**src/wdg_pkg.sv**
```systemverilog
package wdg_pkg;

    ////////////////////////////////////////////////////////////////////////
    // Register map: byte offsets on the APB, one aligned word each
    localparam logic [7:0] ADDR_CONTROL = 8'h00;
    localparam logic [7:0] ADDR_FLAGS   = 8'h04;
    localparam logic [7:0] ADDR_GUARD   = 8'h08;
    localparam logic [7:0] ADDR_STATUS  = 8'h0C;

    ////////////////////////////////////////////////////////////////////////
    // Reset values and legal codes
    localparam logic [7:0] CONTROL_POR = 8'h53;
    localparam logic [7:0] GUARD_POR   = 8'h55;
    localparam logic [7:0] GUARD_OK_A  = 8'h55;
    localparam logic [7:0] GUARD_OK_B  = 8'hAA;
    localparam logic [4:0] KEY_DISABLE = 5'h15;
    localparam logic [4:0] KEY_ENABLE  = 5'h0A;

    ////////////////////////////////////////////////////////////////////////
    // Field positions in the flag and status registers
    localparam int FLAG_KEY   = 0;
    localparam int FLAG_VSEL  = 1;
    localparam int FLAG_UNDER = 2;
    localparam int FLAG_GUARD = 3;
    localparam int FLAG_BITS  = 4;
    localparam int STAT_TO    = 0;
    localparam int STAT_PDF   = 1;

    ////////////////////////////////////////////////////////////////////////
    // Timing
    localparam int         SLOW_CLOCK_HZ          = 32000;
    localparam logic [7:0] SOFT_RESET_SLOW_CYCLES = 8'h04;

    ////////////////////////////////////////////////////////////////////////
    // Types
    typedef struct packed {
        logic [4:0] key;
        logic [2:0] sel;
    } wdt_ctrl_s;

    typedef enum logic [1:0] {
        SR_IDLE = 2'b00,
        SR_WAIT = 2'b01,
        SR_FIRE = 2'b10
    } soft_state_e;

endpackage : wdg_pkg

```
**src/slow_tick_sync.sv**
```systemverilog
`timescale 1ns/10ps
module slow_tick_sync
    import wdg_pkg::*;
(
    // Clock and reset
    input  wire logic pclk,
    input  wire logic presetn,
    // Oscillator pin
    input  wire logic slow_clock,
    // One pclk pulse per slow rising edge
    output logic      tick
);

    logic [2:0] sync;   // Three-flop chain
    logic       level;  // Last agreed level

    ////////////////////////////////////////////////////////////////////////
    // Chain; only the second and third stages are compared
    always_ff @(posedge pclk or negedge presetn)
    begin
        if (!presetn)
        begin
            sync  <= 3'h0;
            level <= 1'b0;
            tick  <= 1'b0;
        end
        else
        begin
            sync <= {sync[1:0], slow_clock};
            tick <= 1'b0;
            // A change counts once two later stages agree
            if (sync[1] == sync[2] && sync[2] != level)
            begin
                level <= sync[2];
                tick  <= sync[2];
            end
        end
    end
endmodule : slow_tick_sync

```
**src/wdg_top.sv**
```systemverilog
// Chosen here: the placing of the registers and register access over APB.
`timescale 1ns/10ps
// What this block does
// Counter runs from slow RC oscillator ticks
// Select codes 0..6 give 2^8..2^17
// Select code 7 gives 2^18
// Key 10101B disables, 01010B enables
// Other key: delayed reset, key flag set
// Key field starts at 01010B
// Overflow when awake: full reset, timeout flag
// Overflow asleep: timeout flag, clear PC/SP only
// Count cleared by key reset, clear, halt
// Software issues clear before period ends
// Key flag sticky; only software zero clears
// Guard legal values idle; others delayed reset
// Guard starts at 01010101B
// Guard reset sets guard flag, software clears
// Flag register upper four bits read zero
// Power-on clears PC, ports become inputs
// Key bits 7..3, select bits 2..0, RW
// Halt clears count, sets power-down, clears timeout
// Overflow asleep wakes device, sets timeout
// Soft-reset delay is configurable slow ticks
module wdg_top
    import wdg_pkg::*;
#(
    parameter logic [7:0] SOFT_RESET_TICKS = SOFT_RESET_SLOW_CYCLES
)
(
    // Clock and reset
    input  wire logic        pclk,
    input  wire logic        presetn,
    // APB slave
    input  wire logic        psel,
    input  wire logic        penable,
    input  wire logic        pwrite,
    input  wire logic [7:0]  paddr,
    input  wire logic [31:0] pwdata,
    output logic      [31:0] prdata,
    output logic             pready,
    output logic             pslverr,
    // Slow oscillator pin
    input  wire logic        slow_clock,
    // CPU core, same clock
    input  wire logic        clear_watchdog_instruction,
    input  wire logic        halt_instruction,
    input  wire logic        sleep_mode,
    // Other reset sources, same clock
    input  wire logic        undervoltage_event,
    input  wire logic        voltage_select_event,
    // Reset and wake outputs
    output logic             device_reset,
    output logic             pc_sp_clear,
    output logic             port_init,
    output logic             wake,
    // Status flags
    output logic             timeout_status_flag,
    output logic             power_down_flag
);

    ////////////////////////////////////////////////////////////////////////
    // Declarations

    wdt_ctrl_s              watchdog_control;   // Key and period
    logic [7:0]             reset_guard;        // Guard byte
    logic [FLAG_BITS-1:0]   reset_cause_flags;  // Sticky causes
    logic [FLAG_BITS-1:0]   flag_set;           // Hardware set terms
    logic [FLAG_BITS-1:0]   flag_clr;           // Software clear terms
    soft_state_e            sr_state;           // Soft-reset sequencer
    logic [7:0]             delay_cnt;          // Slow ticks waited
    logic                   key_bad;            // Latched key fault
    logic                   guard_bad;          // Latched guard fault
    logic                   key_bad_now;        // Key not legal
    logic                   guard_bad_now;      // Guard not legal
    logic                   fire;               // Soft reset this cycle
    logic                   full_rst;           // Any full device reset
    logic                   sleep_ovf;          // Overflow while asleep
    logic                   slow_tick;          // Synced slow edge
    logic                   overflow;           // Counter expired
    logic [17:0]            wdt_count;          // Counter value
    logic                   wdt_enable;         // Key says run
    logic                   wdt_clear;          // Counter clear
    logic                   setup;              // APB setup phase
    logic                   access;             // APB completing edge
    logic                   wr_ctrl;            // Control write
    logic                   wr_guard;           // Guard write
    logic                   wr_flags;           // Flag write

    ////////////////////////////////////////////////////////////////////////
    // Address decode helpers

    // True for the four mapped words
    function automatic logic is_mapped(input logic [7:0] a);
        is_mapped = (a == ADDR_CONTROL) || (a == ADDR_FLAGS) ||
                    (a == ADDR_GUARD) || (a == ADDR_STATUS);
    endfunction : is_mapped

    // Read view of one register
    function automatic logic [7:0] read_byte(input logic [7:0] a);
        case (a)
            ADDR_CONTROL: read_byte = watchdog_control;
            ADDR_FLAGS:   read_byte = {4'h0, reset_cause_flags};
            ADDR_GUARD:   read_byte = reset_guard;
            ADDR_STATUS:  read_byte = {6'h00, power_down_flag,
                                       timeout_status_flag};
            default:      read_byte = 8'h00;
        endcase
    endfunction : read_byte

    ////////////////////////////////////////////////////////////////////////
    // Combinational terms

    // Zero wait states: pready rises in the first access cycle
    assign setup    = psel && !penable;
    assign access   = psel && penable && pready;
    assign wr_ctrl  = access && pwrite && (paddr == ADDR_CONTROL);
    assign wr_guard = access && pwrite && (paddr == ADDR_GUARD);
    assign wr_flags = access && pwrite && (paddr == ADDR_FLAGS);

    // Legal key codes; anything else starts a soft reset
    assign key_bad_now = (watchdog_control.key != KEY_ENABLE) &&
                         (watchdog_control.key != KEY_DISABLE);
    // Legal guard codes; anything else starts a soft reset
    assign guard_bad_now = (reset_guard != GUARD_OK_A) &&
                           (reset_guard != GUARD_OK_B);

    assign wdt_enable = (watchdog_control.key == KEY_ENABLE);
    assign fire       = (sr_state == SR_FIRE);
    // Awake overflow is a full reset; asleep only PC and SP
    assign full_rst   = fire || (overflow && !sleep_mode);
    assign sleep_ovf  = overflow && sleep_mode;
    // Software keeps the count below the period with clear
    assign wdt_clear  = clear_watchdog_instruction || halt_instruction ||
                        fire;

    // Hardware set terms per flag bit
    assign flag_set[FLAG_KEY]   = fire && key_bad;
    assign flag_set[FLAG_VSEL]  = voltage_select_event;
    assign flag_set[FLAG_UNDER] = undervoltage_event;
    assign flag_set[FLAG_GUARD] = fire && guard_bad;
    // Writing zero clears a bit; writing one does nothing
    assign flag_clr = wr_flags ? ~pwdata[FLAG_BITS-1:0] : '0;

    ////////////////////////////////////////////////////////////////////////
    // Submodules

    // Slow oscillator comes from another domain
    slow_tick_sync u_sync (
        .pclk       (pclk),
        .presetn    (presetn),
        .slow_clock (slow_clock),
        .tick       (slow_tick)
    );

    // Period counter
    wdt_counter u_counter (
        .pclk     (pclk),
        .presetn  (presetn),
        .tick     (slow_tick),
        .enable   (wdt_enable),
        .clear    (wdt_clear),
        .sel      (watchdog_control.sel),
        .count    (wdt_count),
        .overflow (overflow)
    );

    ////////////////////////////////////////////////////////////////////////
    // APB answer: data and error captured in setup, shown in access

    always_ff @(posedge pclk or negedge presetn)
    begin
        if (!presetn)
        begin
            pready  <= 1'b0;
            pslverr <= 1'b0;
            prdata  <= 32'h0000_0000;
        end
        else
        begin
            pready  <= setup;
            pslverr <= setup && !is_mapped(paddr);
            // Read data only for reads; zero otherwise
            if (setup && !pwrite)
            begin
                prdata <= {24'h00_0000, read_byte(paddr)};
            end
            else
            begin
                prdata <= 32'h0000_0000;
            end
        end
    end

    ////////////////////////////////////////////////////////////////////////
    // Control register; a full reset reloads it so a bad key cannot loop

    always_ff @(posedge pclk or negedge presetn)
    begin
        if (!presetn)
        begin
            watchdog_control <= CONTROL_POR;
        end
        else if (full_rst)
        begin
            watchdog_control <= CONTROL_POR;
        end
        else if (wr_ctrl)
        begin
            watchdog_control <= wdt_ctrl_s'(pwdata[7:0]);
        end
    end

    ////////////////////////////////////////////////////////////////////////
    // Guard register

    always_ff @(posedge pclk or negedge presetn)
    begin
        if (!presetn)
        begin
            reset_guard <= GUARD_POR;
        end
        else if (full_rst)
        begin
            reset_guard <= GUARD_POR;
        end
        else if (wr_guard)
        begin
            reset_guard <= pwdata[7:0];
        end
    end

    ////////////////////////////////////////////////////////////////////////
    // Cause flags: set wins over clear; a device reset leaves them

    for (genvar i = 0; i < FLAG_BITS; i++)
    begin : g_flag
        always_ff @(posedge pclk or negedge presetn)
        begin
            if (!presetn)
            begin
                reset_cause_flags[i] <= 1'b0;
            end
            else if (flag_set[i])
            begin
                reset_cause_flags[i] <= 1'b1;
            end
            else if (flag_clr[i])
            begin
                reset_cause_flags[i] <= 1'b0;
            end
        end
    end

    ////////////////////////////////////////////////////////////////////////
    // Soft-reset sequencer: once a bad value is seen the reset is
    // committed; fixing the value during the wait does not cancel it

    always_ff @(posedge pclk or negedge presetn)
    begin
        if (!presetn)
        begin
            sr_state  <= SR_IDLE;
            delay_cnt <= 8'h00;
            key_bad   <= 1'b0;
            guard_bad <= 1'b0;
        end
        else
        begin
            case (sr_state)
                SR_IDLE:
                begin
                    delay_cnt <= 8'h00;
                    key_bad   <= key_bad_now;
                    guard_bad <= guard_bad_now;
                    // Overflow reset reloads the registers first
                    if ((key_bad_now || guard_bad_now) && !full_rst)
                    begin
                        sr_state <= SR_WAIT;
                    end
                end
                SR_WAIT:
                begin
                    // Collect a second fault seen during the wait
                    key_bad   <= key_bad || key_bad_now;
                    guard_bad <= guard_bad || guard_bad_now;
                    if (overflow && !sleep_mode)
                    begin
                        sr_state <= SR_IDLE;
                    end
                    else if (slow_tick)
                    begin
                        // Zero ticks behaves as one
                        if (delay_cnt + 8'h01 >= SOFT_RESET_TICKS)
                        begin
                            sr_state <= SR_FIRE;
                        end
                        else
                        begin
                            delay_cnt <= delay_cnt + 8'h01;
                        end
                    end
                end
                SR_FIRE:
                begin
                    sr_state <= SR_IDLE;
                end
                default:
                begin
                    sr_state <= SR_IDLE;
                end
            endcase
        end
    end

    ////////////////////////////////////////////////////////////////////////
    // Timeout and power-down flags

    always_ff @(posedge pclk or negedge presetn)
    begin
        if (!presetn)
        begin
            timeout_status_flag <= 1'b0;
            power_down_flag     <= 1'b0;
        end
        else
        begin
            // Overflow wins over a halt in the same cycle
            if (overflow)
            begin
                timeout_status_flag <= 1'b1;
            end
            else if (halt_instruction)
            begin
                timeout_status_flag <= 1'b0;
            end
            // Halt wins over a clear in the same cycle
            if (halt_instruction)
            begin
                power_down_flag <= 1'b1;
            end
            else if (clear_watchdog_instruction)
            begin
                power_down_flag <= 1'b0;
            end
        end
    end

    ////////////////////////////////////////////////////////////////////////
    // Reset and wake outputs, one cycle each; PC and ports held at POR

    always_ff @(posedge pclk or negedge presetn)
    begin
        if (!presetn)
        begin
            device_reset <= 1'b0;
            pc_sp_clear  <= 1'b1;
            port_init    <= 1'b1;
            wake         <= 1'b0;
        end
        else
        begin
            device_reset <= full_rst;
            pc_sp_clear  <= full_rst || sleep_ovf;
            port_init    <= full_rst;
            wake         <= sleep_ovf;
        end
    end
endmodule : wdg_top

```
**src/wdt_counter.sv**
```systemverilog
`timescale 1ns/10ps
module wdt_counter
    import wdg_pkg::*;
(
    // Clock and reset
    input  wire logic        pclk,
    input  wire logic        presetn,
    // Control
    input  wire logic        tick,
    input  wire logic        enable,
    input  wire logic        clear,
    input  wire logic [2:0]  sel,
    // State
    output logic      [17:0] count,
    output logic             overflow
);

    ////////////////////////////////////////////////////////////////////////
    // Last count before overflow for each period code
    function automatic logic [17:0] limit_of(input logic [2:0] code);
        case (code)
            3'h0:    limit_of = 18'h0_00FF;
            3'h1:    limit_of = 18'h0_03FF;
            3'h2:    limit_of = 18'h0_0FFF;
            3'h3:    limit_of = 18'h0_3FFF;
            3'h4:    limit_of = 18'h0_7FFF;
            3'h5:    limit_of = 18'h0_FFFF;
            3'h6:    limit_of = 18'h1_FFFF;
            default: limit_of = 18'h3_FFFF;
        endcase
    endfunction : limit_of

    logic at_limit;  // Count has reached the period
    // Compare with >= so a shorter period chosen mid-count still expires
    assign at_limit = (count >= limit_of(sel));

    ////////////////////////////////////////////////////////////////////////
    // Counter on slow ticks
    always_ff @(posedge pclk or negedge presetn)
    begin
        if (!presetn)
        begin
            count    <= 18'h0_0000;
            overflow <= 1'b0;
        end
        else
        begin
            overflow <= 1'b0;
            if (clear)
            begin
                count <= 18'h0_0000;
            end
            else if (enable && tick)
            begin
                if (at_limit)
                begin
                    count    <= 18'h0_0000;
                    overflow <= 1'b1;
                end
                else
                begin
                    count <= count + 18'h0_0001;
                end
            end
        end
    end
endmodule : wdt_counter
```
**config.mk**
```make
export PLATFORM = sky130hd
export DESIGN_NAME = wdg_top
export DESIGN_NICKNAME = d
export VERILOG_FILES = /design/src/wdg_pkg.sv /design/src/slow_tick_sync.sv /design/src/wdg_top.sv /design/src/wdt_counter.sv
export SDC_FILE = /design/constraint.sdc
export NUM_CORES = 1
export LEC_CHECK = 0
export ABC_CLOCK_PERIOD_IN_PS = 3300
export BUFFER_PORTS_ARGS = -buffer_cell sky130_fd_sc_hd__buf_2
export CORE_MARGIN = 1
export CORE_UTILIZATION = 25
export DETAILED_ROUTE_END_ITERATION = 10
export SLEW_MARGIN = 10
export SYNTH_ARGS = -nofsm -noshare
export SYNTH_HDL_FRONTEND = slang
export SYNTH_HIERARCHICAL = 1
export SYNTH_SLANG_ARGS = --single-unit
```
**constraint.sdc**
```tcl
create_clock -name pclk -period 3.3 [get_ports pclk]
set_clock_uncertainty 0.15 [all_clocks]
set_input_delay 0.495 -clock pclk [delete_from_list [all_inputs] [get_ports pclk]]
set_output_delay 0.495 -clock pclk [all_outputs]
set_load 0.01 [all_outputs]
```
; After elaboration in Yosys (flattened, before gate mapping)
; Cells that the tools add are included.
; W data, S select, Z words.
[op_classes]
bitwise = 1
reduce_logical = 48
eq_ne = 24
shifts = 0
n_addsub = 2
div = 0
order_cmp = 2
n_mux = 38
multipliers = 0
[ops]
columns = operator, count
row1 = $pmux W18 S7, 1
row2 = $mux W8, 8
row3 = $mux W18, 3
row4 = $pmux W8 S4, 1
row5 = $reduce_bool A2 Y1, 10
row6 = $add A18 B1 Y18 const B, 1
row7 = $ge A18 B18 Y1, 1
row8 = $logic_and A1 B1 Y1, 18
row9 = $eq A8 B4 Y1 const B, 2
row10 = $mux W1, 16
row11 = $pmux W8 S2, 1
row12 = $logic_or A1 B1 Y1, 10
row13 = $eq A3 B3 Y1 const B, 3
row14 = $add A8 B1 Y8 const B, 1
row15 = $eq A8 B3 Y1 const B, 1
row16 = $ge A8 B3 Y1 const B, 1
row17 = $logic_not A8 Y1, 1
row18 = $mux W2, 4
row19 = $ne A8 B7 Y1 const B, 1
row20 = $ne A8 B8 Y1 const B, 1
row21 = $eq A3 B2 Y1 const B, 2
row22 = $ne A2 B2 Y1 const B, 3
row23 = $eq A5 B4 Y1 const B, 1
row24 = $logic_not A1 Y1, 5
row25 = 18 further kinds, 19
[totals]
word_cells = 140
ramBits = 0
mem_bits_ro = 0
regBits = 96
memories = 0
input_bits = 51
latch_bits = 0
output_inout_bits = 40

; Logic depth before layout (Yosys ltp)
[logic_depth]
depth_word = 7
mapped_depth = 9
mapped_depth_nobuf = 7

; By module
; Netlist, hierarchy kept.
[modules_own_cells]
columns = module, n_inst, area_each_um2, seq_area_each_um2, cells_each
row1 = wdg_top, 1, 2421.1, 1213.7, 218
row2 = wdt_counter, 1, 1407.6, 475.5, 146
row3 = slow_tick_sync, 1, 146.4, 125.1, 7

; Least setup slack after synthesis
; No wires, ideal clock.
[synth_timing]
path_type = reg-to-reg
from = reg sr_state[1]
to = reg u_counter.count[3]
path_slack_ns = 0.995
t_required_ns = 3.049
setup_ns = 0.101
t_arrival_ns = 2.055
synth_period_minus_slack_ns = 2.305
path_buffers = 2
path_stages_with_launch = 9
cell_sequence = dfrtp_1 > clkbuf_1 > nor2b_1 > or3_1 > nand3b_1 > nor4_4 > nand2_2 > buf_6 > o311ai_2
[synth_via]
elab_chain_cells = 3
elab_cells_between_ends = 4
cone_classes = 1 x eq/ne / 1 x mux / 2 x reduce/logical
[synth_lines]
columns = item, line_no
row1 = "start, declared", wdg_top.sv:69  ; soft_state_e sr_state;
row2 = "start signal, assigned", wdg_top.sv:262  ; sr_state <= SR_IDLE;
row3 = "start signal, assigned", wdg_top.sv:278  ; sr_state <= SR_WAIT;
row4 = "start signal, assigned", wdg_top.sv:288  ; sr_state <= SR_IDLE;
row5 = $eq A2 B2 Y1 (*), wdg_top.sv:128  ; assign fire = (sr_state == SR_FIRE);
row6 = $logic_or A1 B1 Y1 (*), wdg_top.sv:133  ; assign wdt_clear = clear_watchdog_instruction || halt_instruction ||
row7 = via wdt_clear, wdg_top.sv:82  ; logic wdt_clear;
row8 = $mux W18 / $reduce_bool A2 Y1 (equally long branches), --
row9 = "end signal, assigned", wdt_counter.sv:62  ; count <= count + 18'h0_0001;
row10 = "end, declared", wdt_counter.sv:14  ; output logic [17:0] count,
; The timed path passes the listed nets; every way through them passes the cells marked *.
; A chain may end at the register's enable or synchronous reset.

; Final worst setup path
[layout_timing]
from = reg sr_state[1]
to = reg u_counter.count[12]
; Same word-level chain as after synthesis.

==> results.md <==
- The count of pins over their slew limit is 0.
- The cell class contributing the biggest share of worst-path delay is simple AND/OR/NAND/NOR gates.
- The initialized floorplan defines 45 standard-cell rows.
- Detailed placement ended at an HPWL of approximately 6700 µm.
- The I/O pin count is 91.
- The cell depth of the worst flop-to-flop path is 6.
- The tightest min-delay check is of the in -> async type.
- Counting along the longest clock path gives a buffer depth of 2.
- The data required time at the worst endpoint is 3.35 ns.
- In this run, the number of DRC markers left after iteration 0 of detailed routing was 247.
- The placement-stage cell area is approximately 4300 µm².
- Together, buffers and inverters on the worst path number 0.
- For this run, design rule violations remaining after detail routing come to 0.
- The run finished with clean final reports.
- Of the synthesized area, sequential elements account for 0.456.
- The remaining max-slew budget at the tightest pin is 0.473.
- The area enclosed by the die boundary is 16400 µm².
- The fraction of final layout cells sized beyond drive strength 1 is 0.245.
- For this run, asynchronously set or reset flops after synthesis account for 1.00.
- The count of nets left with antenna violations once routing finished came out at 0.
- The number of nets in the final layout is between 400 and 500.
- The number of different library cells used by synthesis comes to 66.
- In this run the clock root is driven by a clkbuf_16.
- For this design the static power due to leakage is between 0.0015 and 0.002 µW.
- The cell area after synthesis is about 4000 µm².
- For this run, the detailed router's first-pass iteration total came to 5.
- The maximum level of the CTS H-tree is 3.
- met2 is the most crowded layer.
- Port buffering added 42 buffers.
- The number of synthesized register bits is 72.
- The met1 layer usage reported by global route is 0.149.
- The number of setup violations in the final report is 0.
- The clock latency of the later-clocked register in the worst-skew pair is about 0.34 ns.
- At the worst endpoint, the arrival time is approximately 2.7 ns.
- The first global-routing pass estimated about 15000 µm of wire.
- The cell with the largest stage delay on the worst path is dfrtp_1.
- The routed design has ~9000 µm of wire.
- The cell taking the most area after synthesis is dfrtp_1.
- Max-cap violations in this run came to 0.
- The post-cts hold buffer count is 0.
- The floorplan step set the die height to ~130 µm.
- The maximum operating frequency is 375 MHz.
- The delay of the slowest cell on the worst path is ~0.48 ns.
- The measured slew at the worst slew-check pin is 0.790 ns.
- During synthesis, Yosys emitted a total of 6 warnings.
- The clock transition at the registers of the reported paths is around 0.06 ns.
- The critical path goes through nor2b_1 -> or3_1 -> nand3b_1 -> nor4_4 -> nand2_2 -> o311ai_0.
- Counting buffers and inverters, the worst setup path is 6 cells deep.
- The CTS buffer count is 9.
- The number of setup buffers added after CTS is 0.
- Ranked by instance count, the synthesized netlist is headed by dfrtp_1 (62), nand2_1 (33), buf_4 (25).
- The fraction of post-synthesis cell area in the top cell type by area is 0.390.
- The maximum number of pins on one net before global-route repair is 40.
- Dividing the synthesized area by the synthesized cell count gives 10.7 µm².
- The post-route clock period utilization is 0.808.
- Clock tree synthesis found a total of 72 sinks.
- The worst setup path is captured at a flop.
- The initial antenna violation count was 0.
- The count of vias placed by the detailed router is around 3100.
- Setup repair after global routing left no endpoint under its margin.
- The congestion estimate from routability-driven global placement came to approximately 0.84.
- Summed over all layers, the global routing overflow is 0.
- The core area is 15400 µm².
- The combined global-route utilization of all metal layers is 0.119.
- The most frequent cell after synthesis is dfrtp_1.
- The final hold violation count was 0.
- Using the TritonRoute via totals, the vias-per-cell ratio works out to ~5.
- By area the synthesized netlist is led by dfrtp_1 (39%), dfstp_2 (6.6%), buf_4 (4.7%).
- For this configuration, the core starts out at a cell density of 0.259.
- Synthesis produced a netlist whose cell count is 371.
- In the final timing run, aggregate negative setup slack is 0 ns.
- The CTS tree is done.
- For this run, global-route usage on met2 was measured as 0.194.
- The peak fanout along the critical path is 15.
- The number of enable-type register cells in the synthesized netlist is 0.
- The layout-stage area growth over the synthesis result is 16.7%.
- In the synthesized netlist the dominant register cell turns out to be dfrtp_1.
- VDD sags by at most 0.243 mV.
- The global routing met3 resource utilization is 0.0342.
- The power per cell area is between 400 and 500 nW/µm².
- In the final routed layout, each cell accounts on average for between 10 and 15 µm.
- The worst setup path is of the reg -> reg kind.
- The number of global-route vias before repair came to between 2000 and 3000.
- After layout, the minimum clock period comes to between 2 and 3 ns.
- The die width is between 100 and 150 µm.
- The startpoint class of the critical path is a flop.
- The cell area after layout is 4640 µm².
- The post-cts repair resize count is 0.
- The number of antenna diodes in the final layout is 0.
- The worst hold margin is 0.0861 ns.
[cells in the final DEF, fill, tap and decap left out, drive strengths merged, types with 12 or more instances in the layout]
master,Yosys,layout
a21oi,12,12
buf,30,46
conb,1,24
dfrtp,62,62
ha,13,13
inv,11,13
nand2,34,34
nand3,20,20
nand4,20,20
nor2,17,17
[flip-flops by register name (all words and copies together) (netlist names), 2 cells and up]
| name | cells |
|---|---|
| prdata | 8 |
| reset_guard | 8 |
| u_sync/sync | 3 |
| watchdog_control | 8 |
| delay_cnt | 8 |
| u_counter/count | 18 |
| sr_state | 2 |
| reset_cause_flags | 4 |
[per-stage QoR]
step | util | setup WS (ns) | std cells | total power, µW
finish | 0.302 | 0.635 | 631 | 2290
global route | 0.302 | 0.464 | 631 | 2390
CTS | 0.302 | 0.609 | 631 | 2320
detailed placement | 0.280 | 0.636 | 615 | 1230
global placement | 0.280 | 0.737 | 615 | 1210
floorplan | - | 0.995 | 394 | 1160
[worst register-to-register path, stage by stage, from the launching register on]
cell and delay [ns]:
dfrtp_1 0.48, nor2b_1 0.24, or3_1 0.38, nand3b_1 0.24, nor4_4 0.32, nand2_2 0.27
o311ai_0 0.44
[logic make-up after synthesis]
logic type | count (synthesis) | synth area share
AND/OR/NAND/NOR | 149 | 0.214
AO/OA/AOI/OAI | 78 | 0.175
flip-flops | 72 | 0.456
buffers and inverters | 47 | 0.0784
adder cells (fa/ha/maj) | 14 | 0.0438
multiplexers | 10 | 0.0315
other | 1 | 0.000943
[layer usage]
metal	wire length [µm]	share of wire
met5	0	0
met2	4530	0.49
met1	4110	0.45
met3	424	0.046
met4	138	0.015
[layout make-up]
type	instances	area, µm²
well taps	211	264
clock buffers	10	239
flip-flops and latches	72	1810
inverters	11	41.3
fillers	1572	10700
multi-input cells	275	1940
clock inverters	6	90.1
repair buffers	46	253
[worst paths after layout]
kind | to | slack (ns) | start
max in group asynchronous | pc_sp_clear | 2.17 | presetn
max | u_counter/count[12] | 0.64 | sr_state[1]
min reg2reg | u_sync/sync[1] | 0.22 | u_sync/sync[0]
min in group pclk | u_sync/sync[0] | 0.12 | slow_clock
min | prdata[4] | 0.09 | presetn
max reg2reg | u_counter/count[12] | 0.64 | sr_state[1]
[report_power, final]
part / total, µW / internal, µW / switching [µW]
sequential: 988 / 932 / 56.5
clock: 1080 / 686 / 392
combinational: 227 / 104 / 123
total: 2290 / 1720 / 572
(Power assumes the default switching activity.)
